File: config.mk
export PLATFORM = sky130hd
export DESIGN_NAME = bsbt_exec
export DESIGN_NICKNAME = d
export VERILOG_FILES = /design/src/verilog/bsbt_pkg.sv /design/src/verilog/bsbt_exec.sv /design/src/verilog/bsbt_bcd_byte_sub.sv
export VERILOG_INCLUDE_DIRS = /design/src /design/src/verilog
export SDC_FILE = /design/constraint.sdc
export NUM_CORES = 1
export LEC_CHECK = 0
export BUFFER_PORTS_ARGS = -buffer_cell sky130_fd_sc_hd__buf_4
export CORE_ASPECT_RATIO = 0.5
export CORE_UTILIZATION = 25
export CTS_BUF_LIST = sky130_fd_sc_hd__clkbuf_8
export CTS_CLUSTER_SIZE = 30
export DETAILED_ROUTE_END_ITERATION = 8
export PLACE_DENSITY_LB_ADDON = 0.12
export SLEW_MARGIN = 10
export SYNTH_ARGS = -nofsm -noshare
export SYNTH_HDL_FRONTEND = slang
export SYNTH_HIERARCHICAL = 1
export SYNTH_SLANG_ARGS = --single-unit
File: constraint.sdc
create_clock -name clk_sys -period 4.5 [get_ports clk_sys]
set_clock_uncertainty 0.05 [all_clocks]
set_input_delay 0.45 -clock clk_sys [delete_from_list [all_inputs] [get_ports clk_sys]]
set_output_delay 0.45 -clock clk_sys [all_outputs]
set_load 0.03 [all_outputs]
File: src/verilog/bsbt_defines.svh
// Constants for the decimal subtract, borrow, test and lookup datapath.
// Assumes inclusion by bare name from the main module.
`ifndef BSBT_DEFINES_SVH
`define BSBT_DEFINES_SVH

`define BSBT_OPC_ESCAPE    8'h0F
`define BSBT_OPC_BCDSUB    8'h22
`define BSBT_PROBE_MASK    8'hF6
`define BSBT_PROBE_BASE    8'h10
`define BSBT_PROBE_IMM_BIT 3
`define BSBT_PROBE_W_BIT   0
`define BSBT_MAX_DIGITS    8'hFE
`define BSBT_FLAGS_RST     6'h00
`define BSBT_RESULT_RST    16'h0000

`endif

File: src/verilog/bsbt_pkg.sv
// Types shared by the datapath modules.
// Assumes the defines header sits alongside.
`default_nettype none

package bsbt_pkg;

  typedef enum logic [2:0] {
    BSBT_OP_SUBTRACT_WITH_BORROW,
    BSBT_OP_TEST,
    BSBT_OP_PROBE,
    BSBT_OP_BCDSUB,
    BSBT_OP_XLAT
  } bsbt_op_t;

  typedef enum {
    BSBT_S_IDLE,
    BSBT_S_RD_DST,
    BSBT_S_RD_SRC,
    BSBT_S_WR,
    BSBT_S_XL_RD
  } bsbt_state_t;

  typedef struct packed {
    logic aux_carry_flag;
    logic carry_flag;
    logic ovf_flag;
    logic parity_flag;
    logic sign_flag;
    logic zero_flag;
  } bsbt_flags_t;

  typedef struct packed {
    logic        req;
    logic        we;
    logic        dseg;
    logic [15:0] addr;
    logic [7:0]  wdata;
  } bsbt_mem_req_t;

endpackage

`default_nettype wire

File: src/verilog/bsbt_exec.sv
// Execution datapath: decimal string subtract, borrow subtract, AND
// compare, single bit probe and byte table lookup.
// Assumes the decoder holds operands stable from the start cycle until done and a
// byte memory port on the same clock that answers with a one cycle ack.
`timescale 1ns/1ps
`default_nettype none
`include "bsbt_defines.svh"

module bsbt_exec
  import bsbt_pkg::*;
(
  input  wire logic          clk_sys,
  input  wire logic          rst_b,
  input  wire logic          start,
  input  wire bsbt_op_t      op,
  input  wire logic          op_word,
  input  wire logic          acc_form,
  input  wire logic [7:0]    opc0,
  input  wire logic [7:0]    opc1,
  input  wire logic [7:0]    opc2,
  input  wire logic [7:0]    imm_byte,
  input  wire logic [15:0]   dst_operand,
  input  wire logic [15:0]   src_operand,
  input  wire logic [7:0]    count_low_reg,
  input  wire logic [15:0]   accum_word,
  input  wire logic [15:0]   base_word_reg,
  input  wire logic [15:0]   source_index_reg,
  input  wire logic [15:0]   dest_index_reg,
  input  wire logic          mem_ack,
  input  wire logic [7:0]    mem_rdata,
  output logic               busy,
  output logic               done,
  output logic               illegal_op,
  output logic [15:0]        result,
  output logic               result_wr,
  output bsbt_flags_t        flags,
  output bsbt_mem_req_t      mem
);

  //////////////////////////////////////////////////////////////////////
  // Decode helpers

  function automatic logic is_escape(input logic [7:0] b);
    return b == `BSBT_OPC_ESCAPE;
  endfunction

  // Returns {sign, zero, parity} for byte or word results
  function automatic logic [2:0] szp(input logic [15:0] v,
                                     input logic        w);
    logic s;
    logic z;
    s = w ? v[15] : v[7];
    z = w ? (v == 16'h0000) : (v[7:0] == 8'h00);
    return {s, z, ~^v[7:0]};
  endfunction

  //////////////////////////////////////////////////////////////////////
  // State

  bsbt_state_t   state_r, state_nxt;
  bsbt_flags_t   flags_r, flags_nxt;
  bsbt_mem_req_t mem_r, mem_nxt;
  logic [15:0]   result_r, result_nxt;
  logic [7:0]    idx_r, idx_nxt;
  logic [7:0]    nbytes_r, nbytes_nxt;
  logic [7:0]    dbyte_r, dbyte_nxt;
  logic          borrow_r, borrow_nxt;
  logic          allz_r, allz_nxt;
  logic          done_r, done_nxt;
  logic          wr_r, wr_nxt;
  logic          ill_r, ill_nxt;

  logic [7:0]    accum_low_byte;
  logic          accept;
  logic          probe_ok;
  logic          bcd_ok;
  logic [7:0]    bit_src;
  logic [3:0]    probe_idx;
  logic [15:0]   sb_d;
  logic [16:0]   sb_w;
  logic [8:0]    sb_b;
  logic [4:0]    sb_a;
  logic [15:0]   sb_res;
  logic [15:0]   and_res;
  logic [8:0]    cnt9;
  logic [7:0]    idx_inc;
  logic [7:0]    bcd_diff;
  logic          bcd_bout;

  assign accum_low_byte = accum_word[7:0];
  assign accept         = start && (state_r == BSBT_S_IDLE);
  assign idx_inc        = idx_r + 8'h01;

  // Fixed escape and base bits, width and immediate bits left free by the mask, zero middle field
  assign probe_ok = is_escape(opc0)
                 && ((opc1 & `BSBT_PROBE_MASK) == `BSBT_PROBE_BASE)
                 && (opc2[5:3] == 3'h0);
  assign bcd_ok   = is_escape(opc0) && (opc1 == `BSBT_OPC_BCDSUB);

  // Byte width keeps 3 index bits, word width 4
  // Immediate comes from the fourth or last byte
  assign bit_src   = opc1[`BSBT_PROBE_IMM_BIT] ? imm_byte : count_low_reg;
  assign probe_idx = opc1[`BSBT_PROBE_W_BIT] ? bit_src[3:0]
                                             : {1'b0, bit_src[2:0]};

  // Accumulator form takes AL or the full accumulator
  assign sb_d = acc_form ? accum_word : dst_operand;
  assign sb_w = {1'b0, sb_d} - {1'b0, src_operand}
              - {16'h0000, flags_r.carry_flag};
  assign sb_b = {1'b0, sb_d[7:0]} - {1'b0, src_operand[7:0]}
              - {8'h00, flags_r.carry_flag};
  assign sb_a = {1'b0, sb_d[3:0]} - {1'b0, src_operand[3:0]}
              - {4'h0, flags_r.carry_flag};
  assign sb_res  = op_word ? sb_w[15:0] : {sb_d[15:8], sb_b[7:0]};
  assign and_res = dst_operand & src_operand;
  assign cnt9    = {1'b0, count_low_reg} + 9'h001;

  bsbt_bcd_byte_sub u_bcd
  (
    .minuend    (dbyte_r),
    .subtrahend (mem_rdata),
    .borrow_in  (borrow_r),
    .diff       (bcd_diff),
    .borrow_out (bcd_bout)
  );

  //////////////////////////////////////////////////////////////////////
  // Next state

  always_comb
  begin
    state_nxt  = state_r;
    flags_nxt  = flags_r;
    mem_nxt    = mem_r;
    result_nxt = result_r;
    idx_nxt    = idx_r;
    nbytes_nxt = nbytes_r;
    dbyte_nxt  = dbyte_r;
    borrow_nxt = borrow_r;
    allz_nxt   = allz_r;
    done_nxt   = 1'b0;
    wr_nxt     = 1'b0;
    ill_nxt    = 1'b0;
    case (state_r)
      BSBT_S_IDLE:
      begin
        if (start)
        begin
          case (op)
            BSBT_OP_SUBTRACT_WITH_BORROW:
            begin
              result_nxt = sb_res;
              flags_nxt.carry_flag     = op_word ? sb_w[16] : sb_b[8];
              flags_nxt.aux_carry_flag = sb_a[4];
              flags_nxt.ovf_flag = op_word
                ? ((sb_d[15] ^ src_operand[15]) & (sb_d[15] ^ sb_w[15]))
                : ((sb_d[7] ^ src_operand[7]) & (sb_d[7] ^ sb_b[7]));
              {flags_nxt.sign_flag, flags_nxt.zero_flag,
               flags_nxt.parity_flag} = szp(sb_res, op_word);
              wr_nxt   = 1'b1;
              done_nxt = 1'b1;
            end
            BSBT_OP_TEST:
            begin
              // Aux carry is undefined, so it is simply left alone
              flags_nxt.carry_flag = 1'b0;
              flags_nxt.ovf_flag   = 1'b0;
              {flags_nxt.sign_flag, flags_nxt.zero_flag,
               flags_nxt.parity_flag} = szp(and_res, op_word);
              done_nxt = 1'b1;
            end
            BSBT_OP_PROBE:
            begin
              if (probe_ok)
              begin
                flags_nxt.zero_flag  = ~dst_operand[probe_idx];
                flags_nxt.carry_flag = 1'b0;
                flags_nxt.ovf_flag   = 1'b0;
                done_nxt = 1'b1;
              end
              else
                ill_nxt = 1'b1;
            end
            BSBT_OP_BCDSUB:
            begin
              if (!bcd_ok)
                ill_nxt = 1'b1;
              else if (cnt9[8:1] == 8'h00)
                done_nxt = 1'b1;
              else
              begin
                // Odd counts round up to whole bytes
                nbytes_nxt = cnt9[8:1];
                idx_nxt    = 8'h00;
                borrow_nxt = 1'b0;
                allz_nxt   = 1'b1;
                mem_nxt    = '{1'b1, 1'b0, 1'b1, dest_index_reg, 8'h00};
                state_nxt  = BSBT_S_RD_DST;
              end
            end
            BSBT_OP_XLAT:
            begin
              mem_nxt = '{1'b1, 1'b0, 1'b0,
                          base_word_reg + {8'h00, accum_low_byte},
                          8'h00};
              state_nxt = BSBT_S_XL_RD;
            end
            default:
              ill_nxt = 1'b1;
          endcase
        end
      end
      BSBT_S_RD_DST:
      begin
        if (mem_ack)
        begin
          dbyte_nxt = mem_rdata;
          mem_nxt   = '{1'b1, 1'b0, 1'b0,
                        source_index_reg + {8'h00, idx_r}, 8'h00};
          state_nxt = BSBT_S_RD_SRC;
        end
      end
      BSBT_S_RD_SRC:
      begin
        if (mem_ack)
        begin
          borrow_nxt = bcd_bout;
          allz_nxt   = allz_r && (bcd_diff == 8'h00);
          // Writes always target the destination segment
          mem_nxt    = '{1'b1, 1'b1, 1'b1,
                         dest_index_reg + {8'h00, idx_r}, bcd_diff};
          state_nxt  = BSBT_S_WR;
        end
      end
      BSBT_S_WR:
      begin
        if (mem_ack)
        begin
          idx_nxt = idx_inc;
          if (idx_inc == nbytes_r)
          begin
            // Flags reflect the full rounded byte count
            flags_nxt.carry_flag = borrow_r;
            flags_nxt.zero_flag  = allz_r;
            mem_nxt   = '0;
            done_nxt  = 1'b1;
            state_nxt = BSBT_S_IDLE;
          end
          else
          begin
            mem_nxt   = '{1'b1, 1'b0, 1'b1,
                          dest_index_reg + {8'h00, idx_inc}, 8'h00};
            state_nxt = BSBT_S_RD_DST;
          end
        end
      end
      BSBT_S_XL_RD:
      begin
        if (mem_ack)
        begin
          result_nxt = {accum_word[15:8], mem_rdata};
          mem_nxt    = '0;
          wr_nxt     = 1'b1;
          done_nxt   = 1'b1;
          state_nxt  = BSBT_S_IDLE;
        end
      end
      default:
      begin
        mem_nxt   = '0;
        state_nxt = BSBT_S_IDLE;
      end
    endcase
  end

  always_ff @(posedge clk_sys or negedge rst_b)
  begin
    if (!rst_b)
    begin
      state_r  <= BSBT_S_IDLE;
      flags_r  <= `BSBT_FLAGS_RST;
      mem_r    <= '0;
      result_r <= `BSBT_RESULT_RST;
      idx_r    <= 8'h00;
      nbytes_r <= 8'h00;
      dbyte_r  <= 8'h00;
      borrow_r <= 1'b0;
      allz_r   <= 1'b1;
      done_r   <= 1'b0;
      wr_r     <= 1'b0;
      ill_r    <= 1'b0;
    end
    else
    begin
      state_r  <= state_nxt;
      flags_r  <= flags_nxt;
      mem_r    <= mem_nxt;
      result_r <= result_nxt;
      idx_r    <= idx_nxt;
      nbytes_r <= nbytes_nxt;
      dbyte_r  <= dbyte_nxt;
      borrow_r <= borrow_nxt;
      allz_r   <= allz_nxt;
      done_r   <= done_nxt;
      wr_r     <= wr_nxt;
      ill_r    <= ill_nxt;
    end
  end

  assign busy       = (state_r != BSBT_S_IDLE);
  assign done       = done_r;
  assign illegal_op = ill_r;
  assign result     = result_r;
  assign result_wr  = wr_r;
  assign flags      = flags_r;
  assign mem        = mem_r;
endmodule

`default_nettype wire

File: src/verilog/bsbt_bcd_byte_sub.sv
// Packed decimal byte subtractor, two digits with borrow chain.
// Assumes both inputs hold valid decimal digits.
`timescale 1ns/1ps
`default_nettype none

module bsbt_bcd_byte_sub
(
  input  wire logic [7:0] minuend,
  input  wire logic [7:0] subtrahend,
  input  wire logic       borrow_in,
  output logic      [7:0] diff,
  output logic            borrow_out
);

  logic [4:0] lo;
  logic [4:0] hi;
  logic [3:0] lo_adj;
  logic [3:0] hi_adj;

  // A negative nibble wraps by ten, so 0 - 0 - borrow gives 9
  always_comb
  begin
    lo     = {1'b0, minuend[3:0]} - {1'b0, subtrahend[3:0]} - {4'h0, borrow_in};
    lo_adj = lo[4] ? (lo[3:0] - 4'h6) : lo[3:0];
    hi     = {1'b0, minuend[7:4]} - {1'b0, subtrahend[7:4]} - {4'h0, lo[4]};
    hi_adj = hi[4] ? (hi[3:0] - 4'h6) : hi[3:0];
    diff       = {hi_adj, lo_adj};
    borrow_out = hi[4];
  end

endmodule

`default_nettype wire

==> results of run 1 <==
logic make-up after synthesis:
kind of cell             Yosys count
AND/OR/NAND/NOR                  347
XOR/XNOR                          90
AO/OA/AOI/OAI                    259
buffers and inverters            116
adder cells (fa/ha/maj)           85
flip-flops                        80
multiplexers                      55
sequential cells by signal, summed over array words and instances (netlist names):
signal      count
dbyte_r         8
flags           6
result_wr       1
illegal_op      1
mem            26
idx_r           8
allz_r          1
state_r         3
done            1
result         16
borrow_r        1
nbytes_r        8
per-stage QoR:
| step | setup WS [ps] | instances | util [%] |
|---|---|---|---|
| 6_report | 253 | 1663 | 33.1 |
| 5_1_grt | 9.15 | 1663 | 33.1 |
| 4_1_cts | 24.9 | 1661 | 33.0 |
| 3_5_place_dp | -149 | 1645 | 32.2 |
| 3_3_place_gp | -47.9 | 1645 | 32.2 |
| 2_1_floorplan | 151 | 1032 | - |
worst paths after layout:
check / start / endpoint / slack, ps
setup / recovery: dbyte_r[0]$_DFFE_PN0P_ / allz_r$_DFFE_PN1P_ / 250
hold / removal: rst_b / result[15]$_DFFE_PN0P_ / 30
setup reg to reg: dbyte_r[0]$_DFFE_PN0P_ / allz_r$_DFFE_PN1P_ / 250
hold reg to reg: mem[4]$_DFFE_PN0P_ / mem[4]$_DFFE_PN0P_ / 440
max in group asynchronous: rst_b / allz_r$_DFFE_PN1P_ / 3380
min in group clk_sys: mem_rdata[1] / dbyte_r[1]$_DFFE_PN0P_ / 240
Yosys cell counts (4+ instances only):
master,number,share of area (%)
or2_2,5,0.38
xor2_1,32,3.4
a21oi_1,66,4.0
nand3_1,28,1.7
nor2b_1,5,0.38
a221oi_1,11,1.2
a31oi_1,13,0.98
and3_1,6,0.45
nand2b_1,14,1.1
ha_1,76,11
and2_1,11,0.83
nor2_1,79,3.6
dfrtp_1,79,24
inv_1,77,3.5
xnor2_1,53,5.6
o31ai_1,5,0.45
nor3_1,20,1.2
o2111ai_1,4,0.42
or3_1,6,0.45
a21o_1,9,0.81
o211ai_1,6,0.54
o21a_1,8,0.72
nor4_1,7,0.53
buf_2,4,0.24
fa_1,9,2.2
o21ai_0,84,5.1
nand4_1,7,0.53
a211oi_1,10,0.90
clkbuf_1,26,1.2
buf_1,5,0.23
nand2_1,140,6.3
mux2_2,14,1.9
a22oi_1,5,0.45
mux2i_1,34,4.1
what timing repair did:
action,4_1_cts,5_1_grt
hold buffers,0,0
pin swaps,0,2
buffers inserted,0,1
gates resized for setup,1,7
hold endpoints to repair,0,0
endpoints found under the setup margin,1,1
layer usage:
metal,part of all wire (%),track usage [%],up-vias
met5,0,0,-
met4,1.3,4.74,0
met3,3.6,3.57,27
met2,48,31.4,136
met1,47,23.9,3855
li1,-,-,4046
layout make-up:
class	count	area [µm²]
antenna	1	2.50
clock buffer	11	151
clock inverter	5	103
fill	3388	21500
inverter	78	293
multi-input combinational	836	5900
sequential	80	2000
tap	432	541
timing repair buffer	220	1650
placed cells by master (no fill, tap or decap), drive strengths merged, types with 8 or more instances in the layout:
master	netlist	final
nor2	79	79
buf	12	220
a21o	9	9
nand2	140	140
and2	13	13
mux2	18	18
mux2i	35	35
a21oi	66	66
nand3	28	28
dfrtp	79	79
nor3	20	20
inv	77	77
a31oi	13	13
xnor2	53	53
ha	76	76
a221oi	11	11
fa	9	9
nand2b	14	14
xor2	32	32
o21a	8	8
clkbuf	26	11
o21ai	85	85
a211oi	10	10
critical path: cells and delay by family, from the launching register on:
kind                       cells  cell delay, ps
AOI/OAI and AO/OA              5             920
adders and majority gates      4            1250
buffers and inverters          2             140
DFF                            1             410
muxes                          1             290
and+or+nand+nor                5            1140
where the power goes:
group          total, mW  internal, mW  switching, mW
registers           1.21         0.991          0.220
clock network      0.726         0.398          0.328
logic               3.87          1.61           2.26
total               5.81          3.00           2.81
==> qor.csv, run 1 <==
metric,value,unit
combinational_family_with_the_most_area_after_synthesis,compound AO/OA/AOI/OAI gates,
depth_of_the_most_critical_reg_to_reg_path,17,
drtIter0Drc,407,
mappedNetlistArea,0.00832,mm²
clock_latency,430,ps
numCtsBuffers,9,
layout.nets,1463,
place_area,0.0104,mm²
maxCapViolations,0,
run_status,"finished, final reports clean",
final-max-slew-violation-count,0,
design.die.area,0.0340,mm²
dp_hpwl,24.9,mm
path_common_cell,fa_2,
unrepaired_setup_endpoints_after_global_routing,no,
synth_mux_area_share,7.37,%
core,0.0322,mm²
synth.distinct_cells,79,
synth_xor_area_share,10.3,%
worst_slew_pin_slew,956,ps
static-leakage-power,4.94,nW
irDropWorstVdd,274,µV
clkSlewWorstSetupHoldPaths,100,ps
numPortBuffers,196,
final_hold_viol_count,0,
place_congestion,0.850,
ys_warn_count,6,
area_delta_synth_final,28.0,%
antenna_found_initial,1,
fin_crit_sh,94.4,%
timing_worst_setup_path_type,flop to flop,
setup_tns,0,ps
clock_tree.root_cell,clkbuf_8,
layout-drive-gt1-share,22.6,%
postSynth.topFlopCell,dfrtp_1,
avgSynthCellArea,8.06,µm²
timing.critical_path.arrival,4550,ps
ios,206,
fin_worst_hold_slack,30.6,ps
crit_end_element,flop,
route.detailed.drc,0,
list_of_cells_traversed_by_the_critical_path,fa_2 -> fa_2 -> nand2b_4 -> a211o_1 -> and2_4 -> inv_1 -> fa_1 -> inv_1 -> fa_2 -> nand2b_4 -> a211o_1 -> and2_4 -> mux2_4 -> or4_1 -> o21ai_1 -> o21ai_0 -> o21ai_0,
synth_async_sr_flop_share,100,%
worstSetupStartpointType,flop,
track_usage,18.4,%
routed-via-count,8064,
postRouteWirelength,30.7,mm
cts_tree,done,
wire_length_of_the_first_global_routing_pass,47.1,mm
htree_num_levels,3,
chipWidth,260,µm
gr-total-overflow,0,
die_height,131,µm
clock_tree.buffer_depth,2,
share_of_synthesized_area_occupied_by_flip_flops_and_latches,24.1,%
antenna_left,0,
finalSetupViolations,0,
first_global_vias,8287,
synth-compound-area-share,19.7,%
maximum_clock_rate,235,MHz
detail_route.vias_per_cell,4.85,
critical_path.slowest_cell,or4_1,
floorplan.initialDensity,25.9,%
worst-path-max-fanout,2,
min_period,4250,ps
ys_ff_latch,80,
cts.sink_count,80,
route.detailed.wl_per_inst,18.5,µm
synth-edff-count,0,
syn_inst,1032,
worstHoldPathType,input port to async pin,
fp-row-count,46,
power-per-cell-area,545,mW/mm²
drt-pass1-iter-count,5,
synth_simple_gate_area_share,19.4,%
synth_fa_ha_area_share,13.6,%
mappedNetlistNets,1270,
post-layout-total-power,5.81,mW
slew_headroom,36.1,%
design_area,0.0106,mm²
grt_max_degree,50,
timing.critical_path.required,4800,ps
cpPeakStageDelay,500,ps
No activity file was read; power rests on OpenSTA's default activity.
==> run 2: changes to the inputs <==
BUFFER_PORTS_ARGS = unset   (was -buffer_cell sky130_fd_sc_hd__buf_4)
CORE_UTILIZATION = 30   (was 25)
DONT_BUFFER_PORTS = 1   (was unset)
GPL_ROUTABILITY_DRIVEN = 0   (was unset)
==> run 2 against run 1 <==
Compared with the run above:
- routed wire length fell by 7.6%
- non-clock buffer count fell by 198
- register-to-register slack barely moved
- largest cell class unchanged
- hold slack improved by 55 ps
- final cell count fell by 15%
- power fell by 8.9%
==> qor.csv, run 2 (synthesis results as in run 1) <==
metric,value,unit
post-layout-total-power,5.29,mW
maxCapViolations,0,
place_area,0.00878,mm²
clock_tree.buffer_depth,2,
floorplan.initialDensity,31.0,%
wire_length_of_the_first_global_routing_pass,43.9,mm
clock_tree.root_cell,clkbuf_8,
worstReg2RegEnd,allz_r$_DFFE_PN1P_,
worstHoldPathType,input port to flop,
run_status,"finished, final reports clean",
clock_latency,410,ps
timing.reg2reg.setup_slack,260,ps
postRouteWirelength,28.4,mm
dp_hpwl,22.9,mm
chipWidth,237,µm
hold_start,mem_ack,
crit_end_element,flop,
timing_worst_setup_path_type,flop to flop,
min_period,4240,ps
fin_crit_sh,94.2,%
htree_num_levels,3,
cts.sink_count,80,
track_usage,20.4,%
final-max-slew-violation-count,0,
regToRegStartpoint,borrow_r$_DFFE_PN0P_,
slew_headroom,45.3,%
layout.nets,1265,
worst_slew_pin_slew,805,ps
routed-via-count,7443,
gr-total-overflow,0,
layout-drive-gt1-share,7.46,%
largest_register_ffs,26,
power-per-cell-area,582,mW/mm²
worst-path-max-fanout,3,
die_height,120,µm
first_global_vias,7434,
most-common-layout-cells,"nand2_1 (140), o21ai_0 (82), nor2_1 (79), dfrtp_1 (79)",
final_hold_viol_count,0,
fp-row-count,42,
setup_tns,0,ps
numPortBuffers,0,
num-fill-cells,2849,
drt-pass1-iter-count,5,
timing.critical_path.required,4790,ps
num_antenna_cells,0,
core,0.0269,mm²
final_cell_utilization_of_the_core,33.9,%
timing.critical_path.arrival,4530,ps
detail_route.vias_per_cell,5.29,
design.die.area,0.0284,mm²
grt_max_degree,81,
route.detailed.wl_per_inst,20.2,µm
antenna_left,0,
finalSetupViolations,0,
area_delta_synth_final,9.30,%
clkSlewWorstSetupHoldPaths,100,ps
maximum_clock_rate,236,MHz
static-leakage-power,3.98,nW
cts_tree,done,
antenna_found_initial,0,
depth_of_the_most_critical_reg_to_reg_path,18,
worstSetupStartpointType,flop,
drtIter0Drc,360,
unrepaired_setup_endpoints_after_global_routing,no,
ios,206,
irDropWorstVdd,236,µV
mostFrequentLayoutCell,nand2_1,
design_area,0.00909,mm²
min_delay_path_depth,1,
numCtsBuffers,9,
worstHoldEndpoint,state_r[2]$_DFFE_PN0P_,
route.detailed.drc,0,
==> run 2: changes by cell type in the layout (fill, tap and decap cells not counted), sizes merged <==
cell / previous run / this run
dlygate4sd3: 0 / 1
buf: 220 / 21
diode: 1 / 0
==> run 2: report_power, final <==
part           total, mW  switching, mW  internal (mW)
clock              0.715          0.317          0.398
sequential          1.63          0.641          0.985
combinational       2.95           1.69           1.26
==> run 2: critical path, cell delays in order (launching register included) <==
cell      delay [ps]
dfrtp_1          400
inv_2             60
fa_2             380
fa_2             370
nand2b_1         160
a211o_1          280
and2_4           160
inv_1             60
fa_1             150
inv_1             60
fa_2             340
nand2b_1         160
a211o_1          280
and2_4           170
mux2_4           290
or4_1            490
o21ai_1          130
o21ai_0           90
o21ai_1           80
==> run 2: through the flow <==
| stage | setup WS, ps | std cells | hold slack [ps] |
|---|---|---|---|
| 2_1_floorplan | 151 | 1032 | 104 |
| 3_3_place_gp | 31.9 | 1387 | 107 |
| 3_5_place_dp | -27.0 | 1387 | 108 |
| 4_1_cts | 0.331 | 1405 | 38.5 |
| 5_1_grt | 11.6 | 1406 | 66.0 |
| 6_report | 261 | 1406 | 85.5 |
==> run 2: cell type report <==
type | count | area, µm² | share of cell area [%]
clock buffer | 11 | 151 | 1.67
clock inverter | 5 | 103 | 1.13
inverter | 78 | 293 | 3.22
multi-input combinational | 836 | 5890 | 64.7
sequential | 80 | 2000 | 22.0
tap | 374 | 468 | 5.15
timing repair buffer | 22 | 188 | 2.06
==> run 2: layer usage <==
metal  wire (µm)  vias up  track usage, %
met1       13500     3625            27.3
met5           0        -               0
met3        1250       20            4.23
li1            -     3641               -
met2       13300      157            33.6
met4         326        0            5.04
==> run 2: timing repair <==
action	in CTS	in global routing
resized for setup	0	7
hold buffers	2	0
endpoints found under the setup margin	0	1
buffers inserted	0	1
endpoints found under the hold margin	80	0
==> run 2: how the worst max path moves through the flow <==
stage	from	end	slack, ps	cells past startpoint
2_1_floorplan	mem_rdata[0]	allz_r$_DFFE_PN1P_	150	18
3_3_place_gp	mem_rdata[0]	allz_r$_DFFE_PN1P_	30	18
3_5_place_dp	mem_rdata[0]	allz_r$_DFFE_PN1P_	-30	18
4_1_cts	borrow_r$_DFFE_PN0P_	allz_r$_DFFE_PN1P_	0.3	18
5_1_grt	borrow_r$_DFFE_PN0P_	allz_r$_DFFE_PN1P_	10	18
6_report	borrow_r$_DFFE_PN0P_	allz_r$_DFFE_PN1P_	260	18
==> run 3: changes to the inputs <==
RECOVER_POWER = 25   (was unset)
==> run 3 against run 2 <==
Compared with the run above:
- the run now ends with max-capacitance violations, max-slew violations left
- critical endpoint unchanged
- cell area is 0.25% lower
- fmax down 0.13%
- largest cell class unchanged
- core utilization fell by 0.084 points
==> qor.csv, run 3 (synthesis results as in run 1) <==
metric,value,unit
postRouteWirelength,28.4,mm
topRoutingLayerUsed,met4,
timing.critical_path.required,4790,ps
path_depth,18,
critical_path.startpoint,borrow_r$_DFFE_PN0P_,
worstHoldPathType,input port to flop,
timing.critical_path.max_delay_family,adder cells,
design.die.area,0.0284,mm²
timing.critical_path.buf_inv,3,
critPathCapture,allz_r$_DFFE_PN1P_,
gr-total-overflow,0,
detail_route.vias_per_cell,5.30,
route.detailed.wl_per_inst,20.2,µm
path_common_cell,fa_2,
place_inst,1387,
clock_tree.root_cell,clkbuf_8,
chipWidth,237,µm
core,0.0269,mm²
list_of_cells_traversed_by_the_critical_path,inv_2 -> fa_2 -> fa_2 -> nand2b_1 -> a211o_1 -> and2_4 -> inv_1 -> fa_1 -> inv_1 -> fa_2 -> nand2b_1 -> a211o_1 -> and2_4 -> mux2_4 -> or4_1 -> o21ai_1 -> o21ai_0 -> o21ai_1,
dp_hpwl,22.9,mm
regToRegStartpoint,borrow_r$_DFFE_PN0P_,
timing_worst_setup_path_type,flop to flop,
clock_tree.buffer_depth,2,
failing_checks,"max-capacitance violations, max-slew violations",
num-fill-cells,2852,
timing.reg2reg.setup_slack,260,ps
unrepaired_setup_endpoints_after_global_routing,no,
wire_length_of_the_first_global_routing_pass,43.9,mm
num_antenna_cells,0,
track_usage,20.4,%
irDropWorstVdd,236,µV
drtIter0Drc,413,
cts_tree,done,
cpPeakStageDelay,490,ps
crit_end_element,flop,
routedLengthMet1,13.5,mm
grt_max_degree,81,
depth_of_the_most_critical_reg_to_reg_path,18,
static-leakage-power,3.97,nW
floorplan.initialDensity,31.0,%
drt-pass1-iter-count,5,
wl_met2,13.3,mm
worstSetupStartpointType,flop,
final_hold_viol_count,0,
antenna_left,0,
post_layout_nonfiller_instances,1406,
first_global_vias,7434,
worst_slew_pin_slew,2260,ps
layout-drive-gt1-share,7.46,%
finalSetupViolations,0,
critical_path.slowest_cell,or4_1,
maxCapViolations,1,
fp-row-count,42,
antenna_found_initial,0,
post-layout-total-power,5.28,mW
slew_headroom,-51.0,%
htree_num_levels,3,
route.detailed.drc,0,
clkSlewWorstSetupHoldPaths,100,ps
largest_register_ffs,26,
detailroute.wirelength.met3,1.27,mm
cts.sink_count,80,
fin_worst_hold_slack,86.5,ps
area_delta_synth_final,9.03,%
layout.nets,1265,
clock_latency,410,ps
final-max-slew-violation-count,81,
worst-path-max-fanout,3,
worstReg2RegEnd,allz_r$_DFFE_PN1P_,
numCtsBuffers,9,
maximum_clock_rate,236,MHz
routed-via-count,7450,
run_status,"complete, but fails checks",
most-common-layout-cells,"nand2_1 (140), o21ai_0 (82), nor2_1 (79), dfrtp_1 (79)",
power-per-cell-area,583,mW/mm²
min_period,4240,ps
fin_crit_sh,94.3,%
die_height,120,µm
mostFrequentLayoutCell,nand2_1,
numPortBuffers,0,
timing.critical_path.arrival,4540,ps
setup_tns,0,ps
ios,206,
==> run 3: cell count changes in the layout (fill, tap and decap cells not counted), sizes merged <==
cell,previous run,this run
clkbuf,11,12
buf,21,20
==> run 3: how the worst min path moves through the flow <==
stage / start / to / slack [ps] / cells past startpoint
4_1_cts: mem_ack / state_r[2]$_DFFE_PN0P_ / 40 / 1
3_3_place_gp: rst_b / result[13]$_DFFE_PN0P_ / 110 / 0
5_1_grt: mem_ack / state_r[2]$_DFFE_PN0P_ / 70 / 1
3_5_place_dp: rst_b / flags[0]$_DFFE_PN0P_ / 110 / 0
2_1_floorplan: rst_b / borrow_r$_DFFE_PN0P_ / 100 / 0
6_report: mem_ack / state_r[2]$_DFFE_PN0P_ / 90 / 1
==> run 3: cell type report <==
cell class | instances | area (µm²) | share of cell area (%)
Multi-Input combinational cell | 836 | 5890 | 64.9
Clock buffer | 11 | 151 | 1.67
Tap cell | 374 | 468 | 5.16
Inverter | 78 | 293 | 3.23
Clock inverter | 5 | 103 | 1.13
Sequential cell | 80 | 2000 | 22.1
Timing Repair Buffer | 22 | 165 | 1.82
==> run 3: worst register-to-register path: stages, from the launching register on <==
cell and delay [ps]:
dfrtp_1 400, inv_2 70, fa_2 390, fa_2 370, nand2b_1 160, a211o_1 280
and2_4 160, inv_1 60, fa_1 150, inv_1 60, fa_2 340, nand2b_1 160
a211o_1 280, and2_4 170, mux2_4 290, or4_1 490, o21ai_1 130, o21ai_0 90
o21ai_1 80
==> run 3: metrics by stage <==
step	util (%)	setup slack (ps)	instance area (µm²)
after global routing	33.8	11.6	9070
after floorplan	-	151	8320
after CTS	33.8	0.331	9070
after global placement	32.7	31.9	8780
final	33.8	256	9070
after detailed placement	32.7	-27.0	8780
==> run 3: what timing repair did <==
action,4_1_cts,5_1_grt
gates resized for setup,0,7
setup endpoints to repair,0,1
buffers inserted,0,1
hold buffers,2,0
hold endpoints to repair,80,0
==> run 3: per-layer routing <==
metal  up-vias  track usage (%)
met4         0             5.04
met2       136             33.6
met1      3650             27.3
met3        25             4.23
li1       3639                -
met5         -                0
==> run 3: power breakdown <==
group,switching (mW),internal (mW)
Clock,0.316,0.398
Combinational,1.69,1.26
Sequential,0.641,0.985
